<file path="src/rps_pkg.sv">
// Constants shared by the reset pin state and strap control block
`default_nettype none
package rps_pkg;
  // Timing
  localparam int CLK_PERIOD_NS     = 4;
  localparam int RST_PULL_LIMIT_NS = 1500000;
  localparam int RST_PULL_LIMIT_CYC = RST_PULL_LIMIT_NS / CLK_PERIOD_NS;
  localparam int STRAP_DELAY_NS    = 2000000;
  localparam int STRAP_DELAY_CYC   = (STRAP_DELAY_NS + CLK_PERIOD_NS - 1) / CLK_PERIOD_NS;
  localparam int CNT_W             = 20;
  // Register port
  localparam int ADDR_W = 4;
  localparam int DATA_W = 16;
  localparam logic [ADDR_W-1:0] REG_CTRL    = 4'h0;
  localparam logic [ADDR_W-1:0] REG_HOST_PU = 4'h1;
  localparam logic [ADDR_W-1:0] REG_ANT     = 4'h2;
  localparam logic [ADDR_W-1:0] REG_GP_OUT  = 4'h3;
  localparam logic [ADDR_W-1:0] REG_GP_OE   = 4'h4;
  localparam logic [ADDR_W-1:0] REG_GP_PU   = 4'h5;
  localparam logic [ADDR_W-1:0] REG_GP_PD   = 4'h6;
  localparam logic [ADDR_W-1:0] REG_STATUS  = 4'h7;
  localparam logic [ADDR_W-1:0] REG_GP_IN   = 4'h8;
  // Control fields
  localparam int CTRL_W          = 3;
  localparam int CTRL_RST_WEAK   = 0;
  localparam int CTRL_REG_PD_DIS = 1;
  localparam int CTRL_PWM_PD_DIS = 2;
  // Status fields
  localparam int ST_HOST_SPI  = 0;
  localparam int ST_CLK_PP    = 1;
  localparam int ST_DONE      = 2;
  localparam int ST_RST_PULL  = 3;
  localparam int ST_RST_HELD  = 4;
  localparam int ST_REG_REQ   = 5;
  localparam int ST_PWM_REQ   = 6;
  // Antenna switch pins
  localparam int           ANT_W      = 4;
  localparam logic [3:0]   ANT_PU_RST = 4'h1;
  localparam logic [3:0]   ANT_PD_RST = 4'hE;
  localparam logic [3:0]   ANT_ALL    = 4'hF;
  // Strap
  localparam int STRAP_HOST_PIN = 0;
  typedef enum logic [1:0] {
    RPS_DELAY  = 2'b00,
    RPS_SAMPLE = 2'b01,
    RPS_RUN    = 2'b10
  } rps_phase_t;
endpackage
`default_nettype wire

</file>
<file path="src/rps_pin_ctrl.sv">
// Reset pin state, pull control and power-on strap sampling
//////////////////////////////////////////////////////////////////////////////
//////////////////////////////////////////////////////////////////////////////
//
// The address map and the address-and-strobe port are this design's own decisions.
`timescale 1ns/10ps
`default_nettype none
module rps_pin_ctrl #(
  parameter int GPIO_W         = 8,
  parameter int HOST_PU_W      = 5,
  parameter int STRAP_DELAY    = rps_pkg::STRAP_DELAY_CYC,
  parameter int RST_PULL_LIMIT = rps_pkg::RST_PULL_LIMIT_CYC
) (
  // Clock and power-on reset
  input  wire logic                        ref_clk,
  input  wire logic                        sys_rst,
  // Register port
  input  wire logic [rps_pkg::ADDR_W-1:0]  reg_addr,
  input  wire logic [rps_pkg::DATA_W-1:0]  reg_wdata,
  input  wire logic                        reg_wr,
  input  wire logic                        reg_rd,
  output var  logic [rps_pkg::DATA_W-1:0]  reg_rdata,
  // External reset pin
  input  wire logic                        wlan_reset_in_low,
  output var  logic                        rst_pin_pmu_pull_dn,
  output var  logic                        rst_pin_weak_pull_dn,
  // Request inputs
  input  wire logic                        ext_regulator_request,
  input  wire logic                        ext_pulse_mode_request,
  output var  logic                        regulator_req_pull_dn,
  output var  logic                        pulse_req_pull_dn,
  // Host interface
  output var  logic [HOST_PU_W-1:0]        host_pin_pull_up,
  output var  logic                        host_mode_spi,
  // Oscillator clock request
  input  wire logic                        clk_needed,
  input  wire logic                        sleep_mode,
  input  wire logic                        strap_clk_push_pull,
  output var  logic                        osc_clock_request,
  output var  logic                        osc_clock_request_oe,
  output var  logic                        osc_clock_request_pull_dn,
  // Antenna switch control
  output var  logic                        antenna_switch_ctl_a,
  output var  logic                        antenna_switch_ctl_b,
  output var  logic                        antenna_switch_ctl_c,
  output var  logic                        antenna_switch_ctl_d,
  output var  logic [rps_pkg::ANT_W-1:0]   ant_switch_oe,
  output var  logic [rps_pkg::ANT_W-1:0]   ant_switch_pull_up,
  output var  logic [rps_pkg::ANT_W-1:0]   ant_switch_pull_dn,
  // General pins
  input  wire logic [GPIO_W-1:0]           gpio_in,
  output var  logic [GPIO_W-1:0]           gpio_out,
  output var  logic [GPIO_W-1:0]           gpio_oe,
  output var  logic [GPIO_W-1:0]           gpio_pull_up,
  output var  logic [GPIO_W-1:0]           gpio_pull_dn,
  output var  logic                        strap_done
);
  import rps_pkg::*;
  localparam logic [CNT_W-1:0] STRAP_LAST = CNT_W'(STRAP_DELAY - 1);
  localparam logic [CNT_W-1:0] PULL_LIMIT = CNT_W'(RST_PULL_LIMIT);
  typedef struct packed {
    logic                 rst_s1;
    logic                 rst_s2;
    logic                 pp_s1;
    logic                 pp_s2;
    logic [1:0]           req_s1;
    logic [1:0]           req_s2;
    logic [GPIO_W-1:0]    gp_s1;
    logic [GPIO_W-1:0]    gp_s2;
    rps_phase_t           phase;
    logic [CNT_W-1:0]     cnt;
    logic [CNT_W-1:0]     pull_wait;
    logic                 host_spi;
    logic                 clk_pp;
    logic                 done;
    logic [CTRL_W-1:0]    ctrl;
    logic [HOST_PU_W-1:0] host_pu_dis;
    logic [ANT_W-1:0]     ant_val;
    logic [GPIO_W-1:0]    gp_out;
    logic [GPIO_W-1:0]    gp_oe;
    logic [GPIO_W-1:0]    gp_pu;
    logic [GPIO_W-1:0]    gp_pd;
    logic [DATA_W-1:0]    rdata;
    logic                 rst_pd;
    logic                 rst_weak;
    logic                 regpd;
    logic                 pwmpd;
    logic [HOST_PU_W-1:0] host_pu;
    logic                 clk_o;
    logic                 clk_oe;
    logic                 clk_pd;
    logic [ANT_W-1:0]     ant_o;
    logic [ANT_W-1:0]     ant_oe;
    logic [ANT_W-1:0]     ant_pu;
    logic [ANT_W-1:0]     ant_pd;
    logic [GPIO_W-1:0]    gpo;
    logic [GPIO_W-1:0]    gpo_oe;
    logic [GPIO_W-1:0]    gpo_pu;
    logic [GPIO_W-1:0]    gpo_pd;
  } rps_state_t;
  rps_state_t r_ff;
  rps_state_t nxt_r;
  logic       in_rst;
  logic       clk_req;
  //////////////////////////////////////////////////////////////////////////
  always_comb begin
    nxt_r = r_ff;
    // First stages feed only the second stages
    nxt_r.rst_s1 = wlan_reset_in_low;
    nxt_r.rst_s2 = r_ff.rst_s1;
    nxt_r.pp_s1  = strap_clk_push_pull;
    nxt_r.pp_s2  = r_ff.pp_s1;
    nxt_r.req_s1 = {ext_pulse_mode_request, ext_regulator_request};
    nxt_r.req_s2 = r_ff.req_s1;
    nxt_r.gp_s1  = gpio_in;
    nxt_r.gp_s2  = r_ff.gp_s1;
    in_rst  = !r_ff.rst_s2;
    clk_req = clk_needed && !sleep_mode;
    // Strap timer runs once per power-on reset
    unique case (r_ff.phase)
      RPS_DELAY: begin
        nxt_r.cnt = r_ff.cnt + CNT_W'(1);
        if (r_ff.cnt >= STRAP_LAST) begin
          nxt_r.phase = RPS_SAMPLE;
        end
      end
      RPS_SAMPLE: begin
        nxt_r.host_spi = r_ff.gp_s2[STRAP_HOST_PIN];
        nxt_r.clk_pp   = r_ff.pp_s2;
        nxt_r.done     = 1'h1;
        nxt_r.phase    = RPS_RUN;
      end
      RPS_RUN: begin
        nxt_r.phase = RPS_RUN;
      end
      default: begin
        nxt_r.phase = RPS_DELAY;
      end
    endcase
    // Register writes
    if (reg_wr) begin
      unique case (reg_addr)
        REG_CTRL:    nxt_r.ctrl        = reg_wdata[CTRL_W-1:0];
        REG_HOST_PU: nxt_r.host_pu_dis = reg_wdata[HOST_PU_W-1:0];
        REG_ANT:     nxt_r.ant_val     = reg_wdata[ANT_W-1:0];
        REG_GP_OUT:  nxt_r.gp_out      = reg_wdata[GPIO_W-1:0];
        REG_GP_OE:   nxt_r.gp_oe       = reg_wdata[GPIO_W-1:0];
        REG_GP_PU:   nxt_r.gp_pu       = reg_wdata[GPIO_W-1:0];
        REG_GP_PD:   nxt_r.gp_pd       = reg_wdata[GPIO_W-1:0];
        default: begin
        end
      endcase
    end
    // Read data stand for one cycle only; unmapped reads give zero
    nxt_r.rdata = '0;
    if (reg_rd) begin
      unique case (reg_addr)
        REG_CTRL:    nxt_r.rdata[CTRL_W-1:0]    = r_ff.ctrl;
        REG_HOST_PU: nxt_r.rdata[HOST_PU_W-1:0] = r_ff.host_pu_dis;
        REG_ANT:     nxt_r.rdata[ANT_W-1:0]     = r_ff.ant_val;
        REG_GP_OUT:  nxt_r.rdata[GPIO_W-1:0]    = r_ff.gp_out;
        REG_GP_OE:   nxt_r.rdata[GPIO_W-1:0]    = r_ff.gp_oe;
        REG_GP_PU:   nxt_r.rdata[GPIO_W-1:0]    = r_ff.gp_pu;
        REG_GP_PD:   nxt_r.rdata[GPIO_W-1:0]    = r_ff.gp_pd;
        REG_GP_IN:   nxt_r.rdata[GPIO_W-1:0]    = r_ff.gp_s2;
        REG_STATUS: begin
          nxt_r.rdata[ST_HOST_SPI] = r_ff.host_spi;
          nxt_r.rdata[ST_CLK_PP]   = r_ff.clk_pp;
          nxt_r.rdata[ST_DONE]     = r_ff.done;
          nxt_r.rdata[ST_RST_PULL] = r_ff.rst_pd;
          nxt_r.rdata[ST_RST_HELD] = in_rst;
          nxt_r.rdata[ST_REG_REQ]  = r_ff.req_s2[0];
          nxt_r.rdata[ST_PWM_REQ]  = r_ff.req_s2[1];
        end
        default: begin
        end
      endcase
    end
    // Reset input pulls: PMU pull-down only while reset is held, weak pull-down only after release
    nxt_r.rst_pd   = in_rst;
    nxt_r.rst_weak = !in_rst && !r_ff.rst_pd && r_ff.ctrl[CTRL_RST_WEAK];
    nxt_r.regpd    = in_rst || !r_ff.ctrl[CTRL_REG_PD_DIS];
    nxt_r.pwmpd    = in_rst || !r_ff.ctrl[CTRL_PWM_PD_DIS];
    nxt_r.host_pu  = in_rst ? '0 : ~r_ff.host_pu_dis;
    // Wait counter proves the pull-down release bound
    if (!in_rst && r_ff.rst_pd) begin
      nxt_r.pull_wait = r_ff.pull_wait + CNT_W'(1);
    end else begin
      nxt_r.pull_wait = '0;
    end
    // Clock request; push-pull only once the strap is known
    if (in_rst) begin
      nxt_r.clk_o  = 1'h0;
      nxt_r.clk_oe = 1'h0;
      nxt_r.clk_pd = 1'h1;
    end else if (r_ff.done && r_ff.clk_pp) begin
      nxt_r.clk_o  = clk_req;
      nxt_r.clk_oe = 1'h1;
      nxt_r.clk_pd = 1'h0;
    end else begin
      nxt_r.clk_o  = clk_req;
      nxt_r.clk_oe = clk_req;
      nxt_r.clk_pd = 1'h1;
    end
    // Antenna switch pins
    if (in_rst) begin
      nxt_r.ant_oe = '0;
      nxt_r.ant_pu = ANT_PU_RST;
      nxt_r.ant_pd = ANT_PD_RST;
      nxt_r.ant_o  = '0;
    end else begin
      nxt_r.ant_oe = ANT_ALL;
      nxt_r.ant_pu = '0;
      nxt_r.ant_pd = '0;
      nxt_r.ant_o  = r_ff.ant_val;
    end
    // General pins stay off the strap until sampling ends
    if (in_rst || !r_ff.done) begin
      nxt_r.gpo    = '0;
      nxt_r.gpo_oe = '0;
      nxt_r.gpo_pu = '0;
      nxt_r.gpo_pd = '0;
    end else begin
      nxt_r.gpo    = r_ff.gp_out;
      nxt_r.gpo_oe = r_ff.gp_oe;
      nxt_r.gpo_pu = r_ff.gp_pu;
      nxt_r.gpo_pd = r_ff.gp_pd;
    end
  end

  //////////////////////////////////////////////////////////////////////////
  always_ff @(posedge ref_clk) begin
    if (sys_rst) begin
      r_ff        <= '0;
      r_ff.phase  <= RPS_DELAY;
      r_ff.rst_pd <= 1'h1;
      r_ff.regpd  <= 1'h1;
      r_ff.pwmpd  <= 1'h1;
      r_ff.clk_pd <= 1'h1;
      r_ff.ant_pu <= ANT_PU_RST;
      r_ff.ant_pd <= ANT_PD_RST;
    end else begin
      r_ff <= nxt_r;
    end
  end

  assign reg_rdata                 = r_ff.rdata;
  assign rst_pin_pmu_pull_dn       = r_ff.rst_pd;
  assign rst_pin_weak_pull_dn      = r_ff.rst_weak;
  assign regulator_req_pull_dn     = r_ff.regpd;
  assign pulse_req_pull_dn         = r_ff.pwmpd;
  assign host_pin_pull_up          = r_ff.host_pu;
  assign host_mode_spi             = r_ff.host_spi;
  assign osc_clock_request         = r_ff.clk_o;
  assign osc_clock_request_oe      = r_ff.clk_oe;
  assign osc_clock_request_pull_dn = r_ff.clk_pd;
  assign antenna_switch_ctl_a      = r_ff.ant_o[0];
  assign antenna_switch_ctl_b      = r_ff.ant_o[1];
  assign antenna_switch_ctl_c      = r_ff.ant_o[2];
  assign antenna_switch_ctl_d      = r_ff.ant_o[3];
  assign ant_switch_oe             = r_ff.ant_oe;
  assign ant_switch_pull_up        = r_ff.ant_pu;
  assign ant_switch_pull_dn        = r_ff.ant_pd;
  assign gpio_out                  = r_ff.gpo;
  assign gpio_oe                   = r_ff.gpo_oe;
  assign gpio_pull_up              = r_ff.gpo_pu;
  assign gpio_pull_dn              = r_ff.gpo_pd;
  assign strap_done                = r_ff.done;
endmodule // rps_pin_ctrl
`default_nettype wire

</file>
<file path="config.mk">
export PLATFORM = sky130hd
export DESIGN_NAME = rps_pin_ctrl
export DESIGN_NICKNAME = d
export VERILOG_FILES = /design/src/rps_pkg.sv /design/src/rps_pin_ctrl.sv
export SDC_FILE = /design/constraint.sdc
export NUM_CORES = 1
export LEC_CHECK = 0
export BUFFER_PORTS_ARGS = -buffer_cell sky130_fd_sc_hd__clkbuf_2
export CAP_MARGIN = 20
export CORE_UTILIZATION = 55
export CTS_BUF_LIST = sky130_fd_sc_hd__clkbuf_16
export CTS_CLUSTER_SIZE = 20
export DETAILED_ROUTE_END_ITERATION = 7
export HOLD_SLACK_MARGIN = 0.15
export PLACE_DENSITY = 0.76
export SETUP_SLACK_MARGIN = 0.1
export SYNTH_ARGS = -nofsm -noshare
export SYNTH_HDL_FRONTEND = slang
export SYNTH_SLANG_ARGS = --single-unit
</file>
<file path="constraint.sdc">
create_clock -name ref_clk -period 1.9 [get_ports ref_clk]
set_input_delay 0.095 -clock ref_clk [delete_from_list [all_inputs] [get_ports ref_clk]]
set_output_delay 0.095 -clock ref_clk [all_outputs]
set_load 0.02 [all_outputs]
</file>
# Word-level counts from Yosys, hierarchy flattened
# Index checks and enable logic that the tools add are counted.
# classes
n_addsub,1
order_cmp,1
n_eq_ne,11
n_mux,9
bitwise,3
n_reduce_logical,26
# op_table
cell,count
one-hot mux 3 bit (9 select lines),1
"adder 20 x 1 -> 20 bit, second input constant",1
">= comparator 20 x 19 -> 1 bit, second input constant",1
"== test 4 x 3 -> 1 bit, second input constant",4
AND reduction 2 bit,7
two-way mux 12 bit,1
one-hot mux 2 bit (6 select lines),1
"== test 4 x 2 -> 1 bit, second input constant",2
one-hot mux 1 bit (8 select lines),1
OR reduction 2 bit,4
one-hot mux 1 bit (7 select lines),1
logical NOT 1 bit,6
NOT 5 bit,1
one-hot mux 1 bit (5 select lines),1
"== test 4 x 1 -> 1 bit, second input constant",1
"== test 4 bit, second input constant",1
logical AND 1 bit,4
logical NOT 4 bit,1
two-way mux 2 bit,2
one-hot mux 2 bit (2 select lines),1
logical OR 1 bit,3
"== test 2 x 1 -> 1 bit, second input constant",1
"== test 2 bit, second input constant",1
logical NOT 2 bit,1
2 further kinds,3
# totals
ff_bits,169
in_bits,38
elab_cells,89

# Logic depth before layout (Yosys ltp)
# Gate-level depths: netlist of the first run.
# depth
ltp_word,3
mapped_depth,8
depth_no_buf,6

# Least setup slack after synthesis of the first run
# No wires, ideal clock.
# synth_timing
path_kind,register -> register
start,register r_ff[163] (netlist name)
end,register r_ff[158] (netlist name)
setup_ps,70
arrival_time_ps,1606
required_time_ps,1830
path_slack_ps,223
stages_incl_launch_ff,9
path_buffers,2
period_less_slack_ps,1677
cell_sequence,dfxtp_1 > inv_1 > ha_1 > buf_2 > and4_1 > buf_2 > nand2_1 > or3_2 > a21oi_1
# synth_between
elab_chain_cells,1
# synth_rtl
item,line_no,text
from (decl),rps_pin_ctrl.sv:101,rps_state_t r_ff;
from (signal assigned),rps_pin_ctrl.sv:243,r_ff <= nxt_r;
logical NOT 2 bit,rps_pin_ctrl.sv:120,unique case (r_ff.phase)
# No other way between the ends.
# A chain may end at the register's enable or synchronous reset.

# Worst setup path after layout of the first run
# layout_timing
start,register r_ff[187] (netlist name)
end,"register r_ff, in the netlist osc_clock_request_oe"
# layout_between
elab_chain_cells,2
# layout_rtl
item
NOT 1 bit (no source line)
OR reduction 2 bit (no source line)
# No other way between the ends.

==> metrics.txt, run 1 <==
number of global-route vias before repair 4185; Synthesis Warnings 0; First DRT Iteration DRCs 289; Reg-to-Reg Start r_ff[187]$_SDFF_PP0_; crit path kind flip-flop to flip-flop; pin count of the biggest net entering global routing 68; Worst setup endpoint osc_clock_request_oe$_SDFF_PP0_; Root Buffer clkbuf_16; max frequency 584.9 MHz; GRT Resource Usage Total 24.79%; Worst EP arrival 2080 ps; Synth area leader dfxtp_1; utilization after layout 66.21%; Synth top area share 49.36%; 1st-pass router iterations 8; Fin. Hold Viols 0; CTS clk-pin slew, worst paths 60 ps; drt via density 5.290; Top delay family on crit path buffers and inverters; Slew HR 55.44%; multiplexer share of the synthesized area 9.399%; commonest cells in the netlist dfxtp_1 (150), buf_4 (68), nor2_1 (66); fraction of layout cells with a size suffix above 1 23.20%; post-synthesis xor/xnor area fraction 1.728%; Synth Flop Type dfxtp_1; largest cells by area after synthesis dfxtp_1 (49%), buf_4 (8.4%), mux2i_1 (7.7%); Critical Path End Type flip-flop; Post-synth EDFFs 0; per-cell routed wire length 15.80 um; Static Leak 3.099 nW; worst setup path startpoint r_ff[187]$_SDFF_PP0_; R2R Setup Slk 190 ps; CP cell instances nor2b_2, clkinv_1, nor3b_1, dlygate4sd3_1, nand2b_1; IO buf count 95; WP data required 2270 ps; Die Height 107.2 um; first-pass GRT wire length 21340 um; worst slew pin tran 668.5 ps; adder-cell share of the synthesized area 0.8227%; class of the most critical hold timing path input port to flip-flop; Final period util 89.98%; # IOs 116; Sink Count 150; DRT antenna net count 0; top-count cell post-synth dfxtp_1; unrepaired setup endpoints after global routing no; ys async rst share 0%; final worst path period need 1710 ps; Place WS 115.0 ps; DRC Markers 0; Clock Skew 7.145 ps; compound-cell area share of the yosys netlist 7.322%; PwrDens 954.5 nW/um2; Routed WL 13400 um; total gr overflow 0; crit path max fanout 8; largest family of logic cells by synthesized area simple AND/OR/NAND/NOR gates; Crit path depth 5; Core Box Area 10790 um2; HPWL after DPL 9271 um; final estimated routing congestion in global placement 0.8897; CTS H-Tree Depth 4; status finished clean; Slew Limit Fails 0; CTS Buffer Depth 2; max_cap viols 0; reg-to-reg endpoint osc_clock_request_oe$_SDFF_PP0_; CTS buffer count 17; setup violators final 0; Nets 736; initial core utilization 56.36%; synthesized cell area 6083 um2; Clock Latency Late Sink 420 ps; IR drop worst, VDD 0.7499 mV; initial antenna violation count 1; synthesized area per cell 9.718 um2; vias 4486; Yosys cell types 53; setup ws final 190.4 ps; CP Launch Type flip-flop; Synth Area in Simple Gates 20.20%; synth-to-layout area growth 17.46%; number of synthesized register bits 150; slowest cell on the critical path dlygate4sd3_1; Setup TNS Final 0 ps; row count 38; CP max stage delay 590 ps; die footprint 11490 um2; CTS tree done; FF-to-FF path depth 5; sequential share of the synthesized area 49.36%; CP Buf/Inv Count 2; synthesized instance count 626; Die X 107.2 um
what timing repair did:
item / CTS / global route
setup buffers: 0 / 0
endpoints found under the setup margin: 2 / 5
gates resized for setup: 1 / 1
hold endpoints to repair: 71 / 0
pin swaps: 0 / 0
hold buffers: 26 / 0
worst min-delay path by stage:
stage,cells past startpoint,startpoint,end,slack [ps]
5_1_grt,3,sys_rst,r_ff[87]$_SDFFE_PP0P_,180
4_1_cts,3,sys_rst,r_ff[87]$_SDFFE_PP0P_,150
3_5_place_dp,2,sleep_mode,osc_clock_request$_SDFF_PP0_,270
3_3_place_gp,2,sleep_mode,osc_clock_request$_SDFF_PP0_,270
6_report,3,sys_rst,r_ff[87]$_SDFFE_PP0P_,170
2_1_floorplan,1,sleep_mode,osc_clock_request$_SDFF_PP0_,180
stage by stage:
step                      cells  hold slack (ps)  area [um2]  power, mW
after floorplan             637            178.8        6125      3.513
after global placement      789            268.6        6287      3.594
after detailed placement    789            269.6        6287      3.602
after CTS                   847            152.8        7133      6.869
after global routing        847            181.1        7143      7.059
final                       848            174.2        7146      6.820
cells in the final DEF, fill, tap and decap left out, types with 5 or more instances in the layout:
| cell type | n |
|---|---|
| nand2_1 | 23 |
| o21ai_0 | 10 |
| nand3_1 | 24 |
| nor2_1 | 66 |
| clkbuf_16 | 17 |
| nand2b_1 | 7 |
| a22oi_1 | 6 |
| nor2b_1 | 34 |
| clkinvlp_4 | 6 |
| a21oi_1 | 23 |
| buf_4 | 20 |
| mux2_2 | 9 |
| nand4_1 | 7 |
| dlygate4sd3_1 | 26 |
| conb_1 | 12 |
| xor2_1 | 8 |
| dfxtp_1 | 150 |
| mux2i_1 | 47 |
| clkbuf_2 | 95 |
| and2_1 | 5 |
| and3_1 | 38 |
sequential cells by signal, indices dropped and copies added, names as in the netlist, 5 cells and up:
signal / flops
gpio_oe: 8
gpio_out: 8
gpio_pull_dn: 8
gpio_pull_up: 8
host_pin_pull_up: 5
nxt_r: 12
r_ff: 79
reg_rdata: 8
kinds of logic after synthesis:
logic type,after synthesis
AND/OR/NAND/NOR,229
flip-flops,150
buffers and inverters,108
AO/OA/AOI/OAI,66
multiplexers,56
XOR/XNOR,12
adder cells (fa/ha/maj),4
other,1
metal layers:
metal | share of wire [%] | GRT usage, % | wire [um]
met1 | 44 | 30.87 | 5849
met2 | 49 | 40.28 | 6548
met3 | 5.8 | 7.234 | 776
met4 | 1.7 | 9.785 | 225
met5 | 0 | 0 | 0
final cells by class:
| type | instances | area, um2 |
|---|---|---|
| well taps | 140 | 175.2 |
| flip-flops and latches | 150 | 3003 |
| repair buffers | 142 | 905.9 |
| multi-input cells | 379 | 2461 |
| clock buffers | 17 | 425.4 |
| inverters | 4 | 15.01 |
| clock inverters | 15 | 157.7 |
| diodes | 1 | 2.502 |
| fillers | 835 | 3647 |
report_power, final:
group	internal, mW	switching, mW	leakage, nW
Clock	1.93	1.31	0.269
Sequential	3.19	0.0256	1.22
Combinational	0.148	0.213	1.61
Total	5.27	1.55	3.10
tightest hold or removal path, stage by stage:
cell and delay (ps):
clkbuf_2 130, buf_4 220, nor2_1 110
(Power assumes the default switching activity.)
==> inputs of run 2 (changes only) <==
Settings changed: ABC_AREA set to 1, PLACE_DENSITY 0.76 to 0.77.
==> metrics.txt, run 2 <==
ant diodes 0 (-1); Worst EP arrival 1940 ps (-140 ps); worst slew pin tran 553.5 ps (-115.0 ps); compound-cell area share of the yosys netlist 11.61% (+4.3 points); max FFs per register 79 (unchanged); Synth Flop Type dfxtp_1; CTS H-Tree Depth 4 (unchanged); first-pass GRT wire length 20360 um (-4.6%); total gr overflow 0 (unchanged); synthesized cell area 5918 um2 (-2.7%); commonest non-fill, non-tap cells in the layout dfxtp_1 (150), nor2_1 (112), clkbuf_2 (95); initial core utilization 57.07% (+0.71 points); Clock Skew 7.681 ps (+0.5365 ps); sequential power share 46.1% (-1.1 points); adder-cell share of the synthesized area 0.8457% (+0.023 points); synthesized area per cell 7.976 um2 (-18%); CP Launch Type flip-flop; DRC Markers 0 (unchanged); Top reg by flops r_ff; row count 37 (-2.6%); fraction of layout cells with a size suffix above 1 20.36% (-2.8 points); Clk pwr share 45.2% (-2.3 points); Die X 105.7 um (-1.3%); commonest non-fill, non-tap cell in the layout dfxtp_1; max_cap viols 0 (unchanged); top-count cell post-synth dfxtp_1; synth-to-layout area growth 16.17%; First DRT Iteration DRCs 288 (-0.35%); initial antenna violation count 0 (-1); P_int 5.405 mW (+2.5%); unrepaired setup endpoints after global routing no; Die Height 105.7 um (-1.3%); largest family of logic cells by synthesized area simple AND/OR/NAND/NOR gates; largest cells by area after synthesis dfxtp_1 (51%), buf_4 (8.6%), nor2_1 (7.1%); final estimated routing congestion in global placement 0.8671 (-2.5%); DRT antenna net count 0 (unchanged); IO buf count 95 (unchanged); vias 4756 (+6.0%); PwrDens 1050 nW/um2 (+10%); multiplexer share of the synthesized area 0% (-9.4 points); fillers 846 (+1.3%); Synth area leader dfxtp_1; Sink Count 150 (unchanged); Post-synth EDFFs 0 (unchanged); class of the most critical hold timing path input port to flip-flop; setup violators final 0 (unchanged); # IOs 116 (unchanged); IR drop worst, VDD 0.4942 mV (-34%); Net Sw Frac 25.14% (+2.5 points); Final period util 86.13% (-3.8 points); Yosys cell types 33 (-38%); drt via density 4.949 (-6.4%); pin count of the biggest net entering global routing 41 (-40%); status finished clean; WHS 235.7 ps (+61.51 ps); post-CTS setup buffer count 0 (unchanged); Slew HR 63.05% (+7.6 points); 1st-pass router iterations 7 (-1); Synthesis Warnings 0 (unchanged); GRT Resource Usage Total 23.59% (-1.2 points); CTS Buffer Depth 2 (unchanged); number of global-route vias before repair 4305 (+2.9%); Slew Limit Fails 0 (unchanged); Fin. Hold Viols 0 (unchanged); HPWL after DPL 8733 um (-5.8%); WHS Path Cells 6 (+3); CTS tree done; max frequency 611.1 MHz (+4.5%); Static Leak 2.994 nW (-3.4%); combinational power share 8.6% (+3.3 points); die footprint 11180 um2 (-2.7%); number of synthesized register bits 150 (unchanged); Synth Area in Simple Gates 19.24% (-0.96 points); Critical Path End Type flip-flop; FF-to-FF path depth 7 (+2); synthesized instance count 742 (+19%); Clock Latency Late Sink 420 ps (about the same); crit path max fanout 8 (unchanged); crit path kind flip-flop to flip-flop; final worst path period need 1636 ps (-73.09 ps); per-cell routed wire length 13.15 um (-17%); sw power 1.815 mW (+17%); CTS buffer count 17 (unchanged); CTS clk-pin slew, worst paths 60 ps (about the same); commonest cells in the netlist dfxtp_1 (150), nor2_1 (112), inv_1 (92); Setup TNS Final 0 ps (unchanged); sequential share of the synthesized area 50.74% (+1.4 points); ys async rst share 0% (unchanged); Synth top area share 50.74% (+1.4 points); Core Box Area 10370 um2 (-3.9%); post-synthesis xor/xnor area fraction 0.7400% (-0.99 points); WP data required 2200 ps (-70 ps); Routed WL 12630 um (-5.7%); Root Buffer clkbuf_16; Nets 854 (+16%)
==> run 2: cell count changes in the layout (fill, tap and decap cells not counted), moves of 34 or more <==
cell	before	now
mux2i_1	47	0
inv_1	4	93
nor2_1	66	112
and3_1	38	1
nor2b_1	34	0
a21oi_1	23	65
nand2_1	23	87
==> run 2: worst max-delay path: stages (launching register included) <==
cell and delay, ps:
dfxtp_1 290, inv_1 110, ha_1 380, nand3_1 110, nor3_1 240, nand2_1 120, nor3_1 200, nor3_2 60
==> run 2: per-layer routing <==
metal,global-route usage (%),wire (um),vias up
met5,0,0,-
met4,12.10,393,0
met3,5.009,788,36
met2,39.03,6083,185
met1,28.87,5369,2150
li1,-,-,2385
==> run 2: cell families after synthesis <==
| logic type | count (synthesis) |
|---|---|
| AOI/OAI and AO/OA | 134 |
| xor gates and xnor gates | 5 |
| adders and majority gates | 4 |
| buffers and inverters | 192 |
| DFF | 150 |
| other | 1 |
| and+or+nand+nor | 256 |
==> run 2: timing repair <==
action	in CTS	in global routing
gates resized for setup	0	0
hold buffers	25	0
endpoints found under the hold margin	64	0
==> run 2: power by group through the flow <==
stage               combinational [mW]  clock (mW)  sequential [mW]
CTS                              0.621        3.30             3.33
floorplan                        0.427           0             3.40
global placement                 0.552           0             3.39
global route                     0.696        3.46             3.34
detailed placement               0.578           0             3.40
finish                           0.624        3.26             3.33
==> run 2: final timing paths <==
path                            slack [ps]              startpoint                endpoint
worst min-delay path                   240             reg_addr[0]  r_ff[118]$_SDFFE_PP0P_
worst max register to register         260  r_ff[164]$_SDFFE_PP0P_  r_ff[161]$_SDFFE_PP0N_
worst min register to register         400   nxt_r[171]$_SDFF_PP0_    r_ff[171]$_SDFF_PP0_
worst max-delay path                   260  r_ff[164]$_SDFFE_PP0P_  r_ff[161]$_SDFFE_PP0N_
==> run 2: final cells by class <==
| type | instances | area, um2 | share of cell area [%] |
|---|---|---|---|
| clock buffer | 17 | 425.4 | 6.187 |
| clock inverter | 15 | 152.6 | 2.220 |
| inverter | 109 | 411.6 | 5.987 |
| multi-input combinational | 411 | 1964 | 28.57 |
| sequential | 150 | 3003 | 43.68 |
| tap | 136 | 170.2 | 2.475 |
| timing repair buffer | 123 | 748.2 | 10.88 |
==> run 2: stage by stage <==
stage / utilization [%] / setup slack, ps / power (mW) / std cells / area [um2]
after floorplan: - / 492.9 / 3.823 / 753 / 5959
after global placement: 58.31 / 323.9 / 3.944 / 904 / 6047
after detailed placement: 58.31 / 255.7 / 3.975 / 904 / 6047
after CTS: 66.30 / 246.1 / 7.252 / 961 / 6875
after global routing: 66.30 / 103.3 / 7.492 / 961 / 6875
final: 66.30 / 263.5 / 7.220 / 961 / 6875
==> inputs of run 3 (changes only) <==
Settings changed: CORE_UTILIZATION 55 to 57, CTS_BUF_LIST sky130_fd_sc_hd__clkbuf_16 to sky130_fd_sc_hd__clkbuf_8, PLACE_DENSITY 0.77 to 0.79.
==> metrics.txt, run 3 (synthesis gave the netlist of run 2 again) <==
HPWL after DPL 8840 um (+1.2%); unrepaired setup endpoints after global routing no; initial core utilization 59.72% (+2.7 points); drt via density 4.984 (+0.71%); pin count of the biggest net entering global routing 40 (-2.4%); fillers 867 (+2.5%); CTS Buffer Depth 2 (unchanged); total power 6.387 mW (-12%); Post-DP Area 6043 um2 (about the same); DRT antenna net count 0 (unchanged); DR top layer met4; CTS tree done; Die Height 103.9 um (-1.7%); met2 wire len 6003 um (-1.3%); final worst path period need 1551 ps (-85.84 ps); DRC Markers 0 (unchanged); CP Buf/Inv Count 0 (-1); CP max stage delay 380 ps (about the same); commonest non-fill, non-tap cells in the layout dfxtp_1 (150), nor2_1 (112), clkbuf_2 (95); max frequency 644.9 MHz (+5.5%); Top reg by flops r_ff; Crit path depth 7 (unchanged); FF-to-FF path depth 7 (unchanged); max_cap viols 0 (unchanged); Top delay family on crit path simple AND/OR/NAND/NOR gates; IR drop worst, VDD 0.5286 mV (+7.0%); number of global-route vias before repair 4606 (+7.0%); met3 wire length 886 um (+12%); Root Buffer clkbuf_8; Sink Count 150 (unchanged); final estimated routing congestion in global placement 0.9283 (+7.1%); first-pass GRT wire length 21120 um (+3.7%); Critical Path End Type flip-flop; Top cell by count, worst path nor2_1; FF/Latch Area 3003 um2 (unchanged); commonest non-fill, non-tap cell in the layout dfxtp_1; GRT Resource Usage Total 24.64% (+1.1 points); Core Box Area 9910 um2 (-4.4%); Slew HR 62.16% (-0.89 points); class of the most critical hold timing path input port to flip-flop; synth-to-layout area growth 13.09%; # IOs 116 (unchanged); max FFs per register 79 (unchanged); Routed WL 12610 um (-0.21%); WP data required 2220 ps (+20 ps); sequential power share 52.0% (+5.9 points); worst slew pin tran 566.8 ps (+13.26 ps); per-cell routed wire length 13.16 um (+0.11%); Die X 103.9 um (-1.7%); WHS Path Cells 6 (unchanged); First DRT Iteration DRCs 231 (-20%); Clock Skew 11.08 ps (+3.396 ps); CTS H-Tree Depth 4 (unchanged); IO buf count 95 (unchanged); Net Sw Frac 26.69% (+1.5 points); Final period util 81.61% (-4.5 points); Slew Limit Fails 0 (unchanged); utilization after layout 67.54% (+1.2 points); P_int 4.682 mW (-13%); ant diodes 0 (unchanged); 1st-pass router iterations 5 (-2); setup violators final 0 (unchanged); Clk pwr share 38.1% (-7.1 points); CTS buffer count 17 (unchanged); R2R Setup Slk 350 ps (+90 ps); status finished clean; Setup TNS Final 0 ps (unchanged); vias 4775 (+0.40%); Clock Latency Late Sink 440 ps (+20 ps); Worst EP arrival 1870 ps (-70 ps); fraction of layout cells with a size suffix above 1 20.85% (+0.48 points); Nets 854 (unchanged); Static Leak 2.909 nW (-2.9%); slowest cell on the critical path dfxtp_1; die footprint 10790 um2 (-3.4%); crit path kind flip-flop to flip-flop; total gr overflow 0 (unchanged); crit path max fanout 5 (-3); Multi-input gate area 1967 um2 (+0.13%); CTS clk-pin slew, worst paths 80 ps (+20 ps); Fin. Hold Viols 0 (unchanged); Final Instance Area 6693 um2 (-2.7%); CP Launch Type flip-flop; initial antenna violation count 0 (unchanged); CP cell instances ha_1, nand3_1, nor2_1, nand3_2, nor2_1, xnor2_1, nor2_1; WHS 189.0 ps (-46.74 ps); combinational power share 10.0% (+1.4 points); wl on met1 5211 um (-2.9%); PwrDens 954.3 nW/um2 (-9.1%); sw power 1.705 mW (-6.1%); row count 36 (-2.7%)
-- run 3: changes by cell type in the layout (fill, tap and decap cells not counted), moves of 2 or more --
| cell | delta |
|---|---|
| clkbuf_16 | -17 |
| clkbuf_8 | +18 |
| clkinv_1 | -3 |
| clkinv_2 | +2 |
| clkinv_4 | -3 |
| clkinvlp_4 | +2 |
-- run 3: tightest hold or removal path, stage by stage --
cell	delay, ps
clkbuf_2	140
inv_2	50
nand2_1	70
nor2_1	80
nand3_1	80
a21oi_1	60
-- run 3: power by group through the flow --
stage / clock (mW) / sequential, mW / combinational (mW)
after floorplan: 0 / 3.40 / 0.427
after global placement: 0 / 3.39 / 0.562
after detailed placement: 0 / 3.39 / 0.583
after CTS: 2.46 / 3.32 / 0.627
after global routing: 2.62 / 3.33 / 0.724
final: 2.43 / 3.32 / 0.637
-- run 3: area by class of cell --
class | count | share of cell area [%]
clock buffer | 18 | 3.702
sequential | 150 | 44.87
clock inverter | 14 | 2.225
timing repair buffer | 123 | 11.18
tap | 133 | 2.486
multi-input combinational | 411 | 29.39
inverter | 109 | 6.151
-- run 3: layer usage --
metal / vias up / global-route usage [%]
li1: 2380 / -
met1: 2156 / 28.99
met2: 190 / 41.29
met3: 49 / 6.078
met4: 0 / 13.37
met5: - / 0
-- run 3: path summary, 6_finish.rpt --
kind	endpoint	from
max	r_ff[153]$_SDFFE_PP0N_	r_ff[143]$_SDFFE_PP0N_
min	r_ff[118]$_SDFFE_PP0P_	reg_addr[1]
max reg2reg	r_ff[153]$_SDFFE_PP0N_	r_ff[143]$_SDFFE_PP0N_
min reg2reg	r_ff[171]$_SDFF_PP0_	nxt_r[171]$_SDFF_PP0_
-- run 3: metrics by stage --
stage / cells / setup slack, ps
finish: 958 / 349.4
global placement: 901 / 330.2
global route: 958 / 191.2
floorplan: 753 / 492.9
CTS: 958 / 284.2
detailed placement: 901 / 303.0
-- run 3: what timing repair did --
action / in CTS / in global routing
hold buffers: 25 / 0
endpoints found under the setup margin: 0 / 1
gates resized for setup: 0 / 1
buffers inserted: 0 / 0
endpoints found under the hold margin: 65 / 0
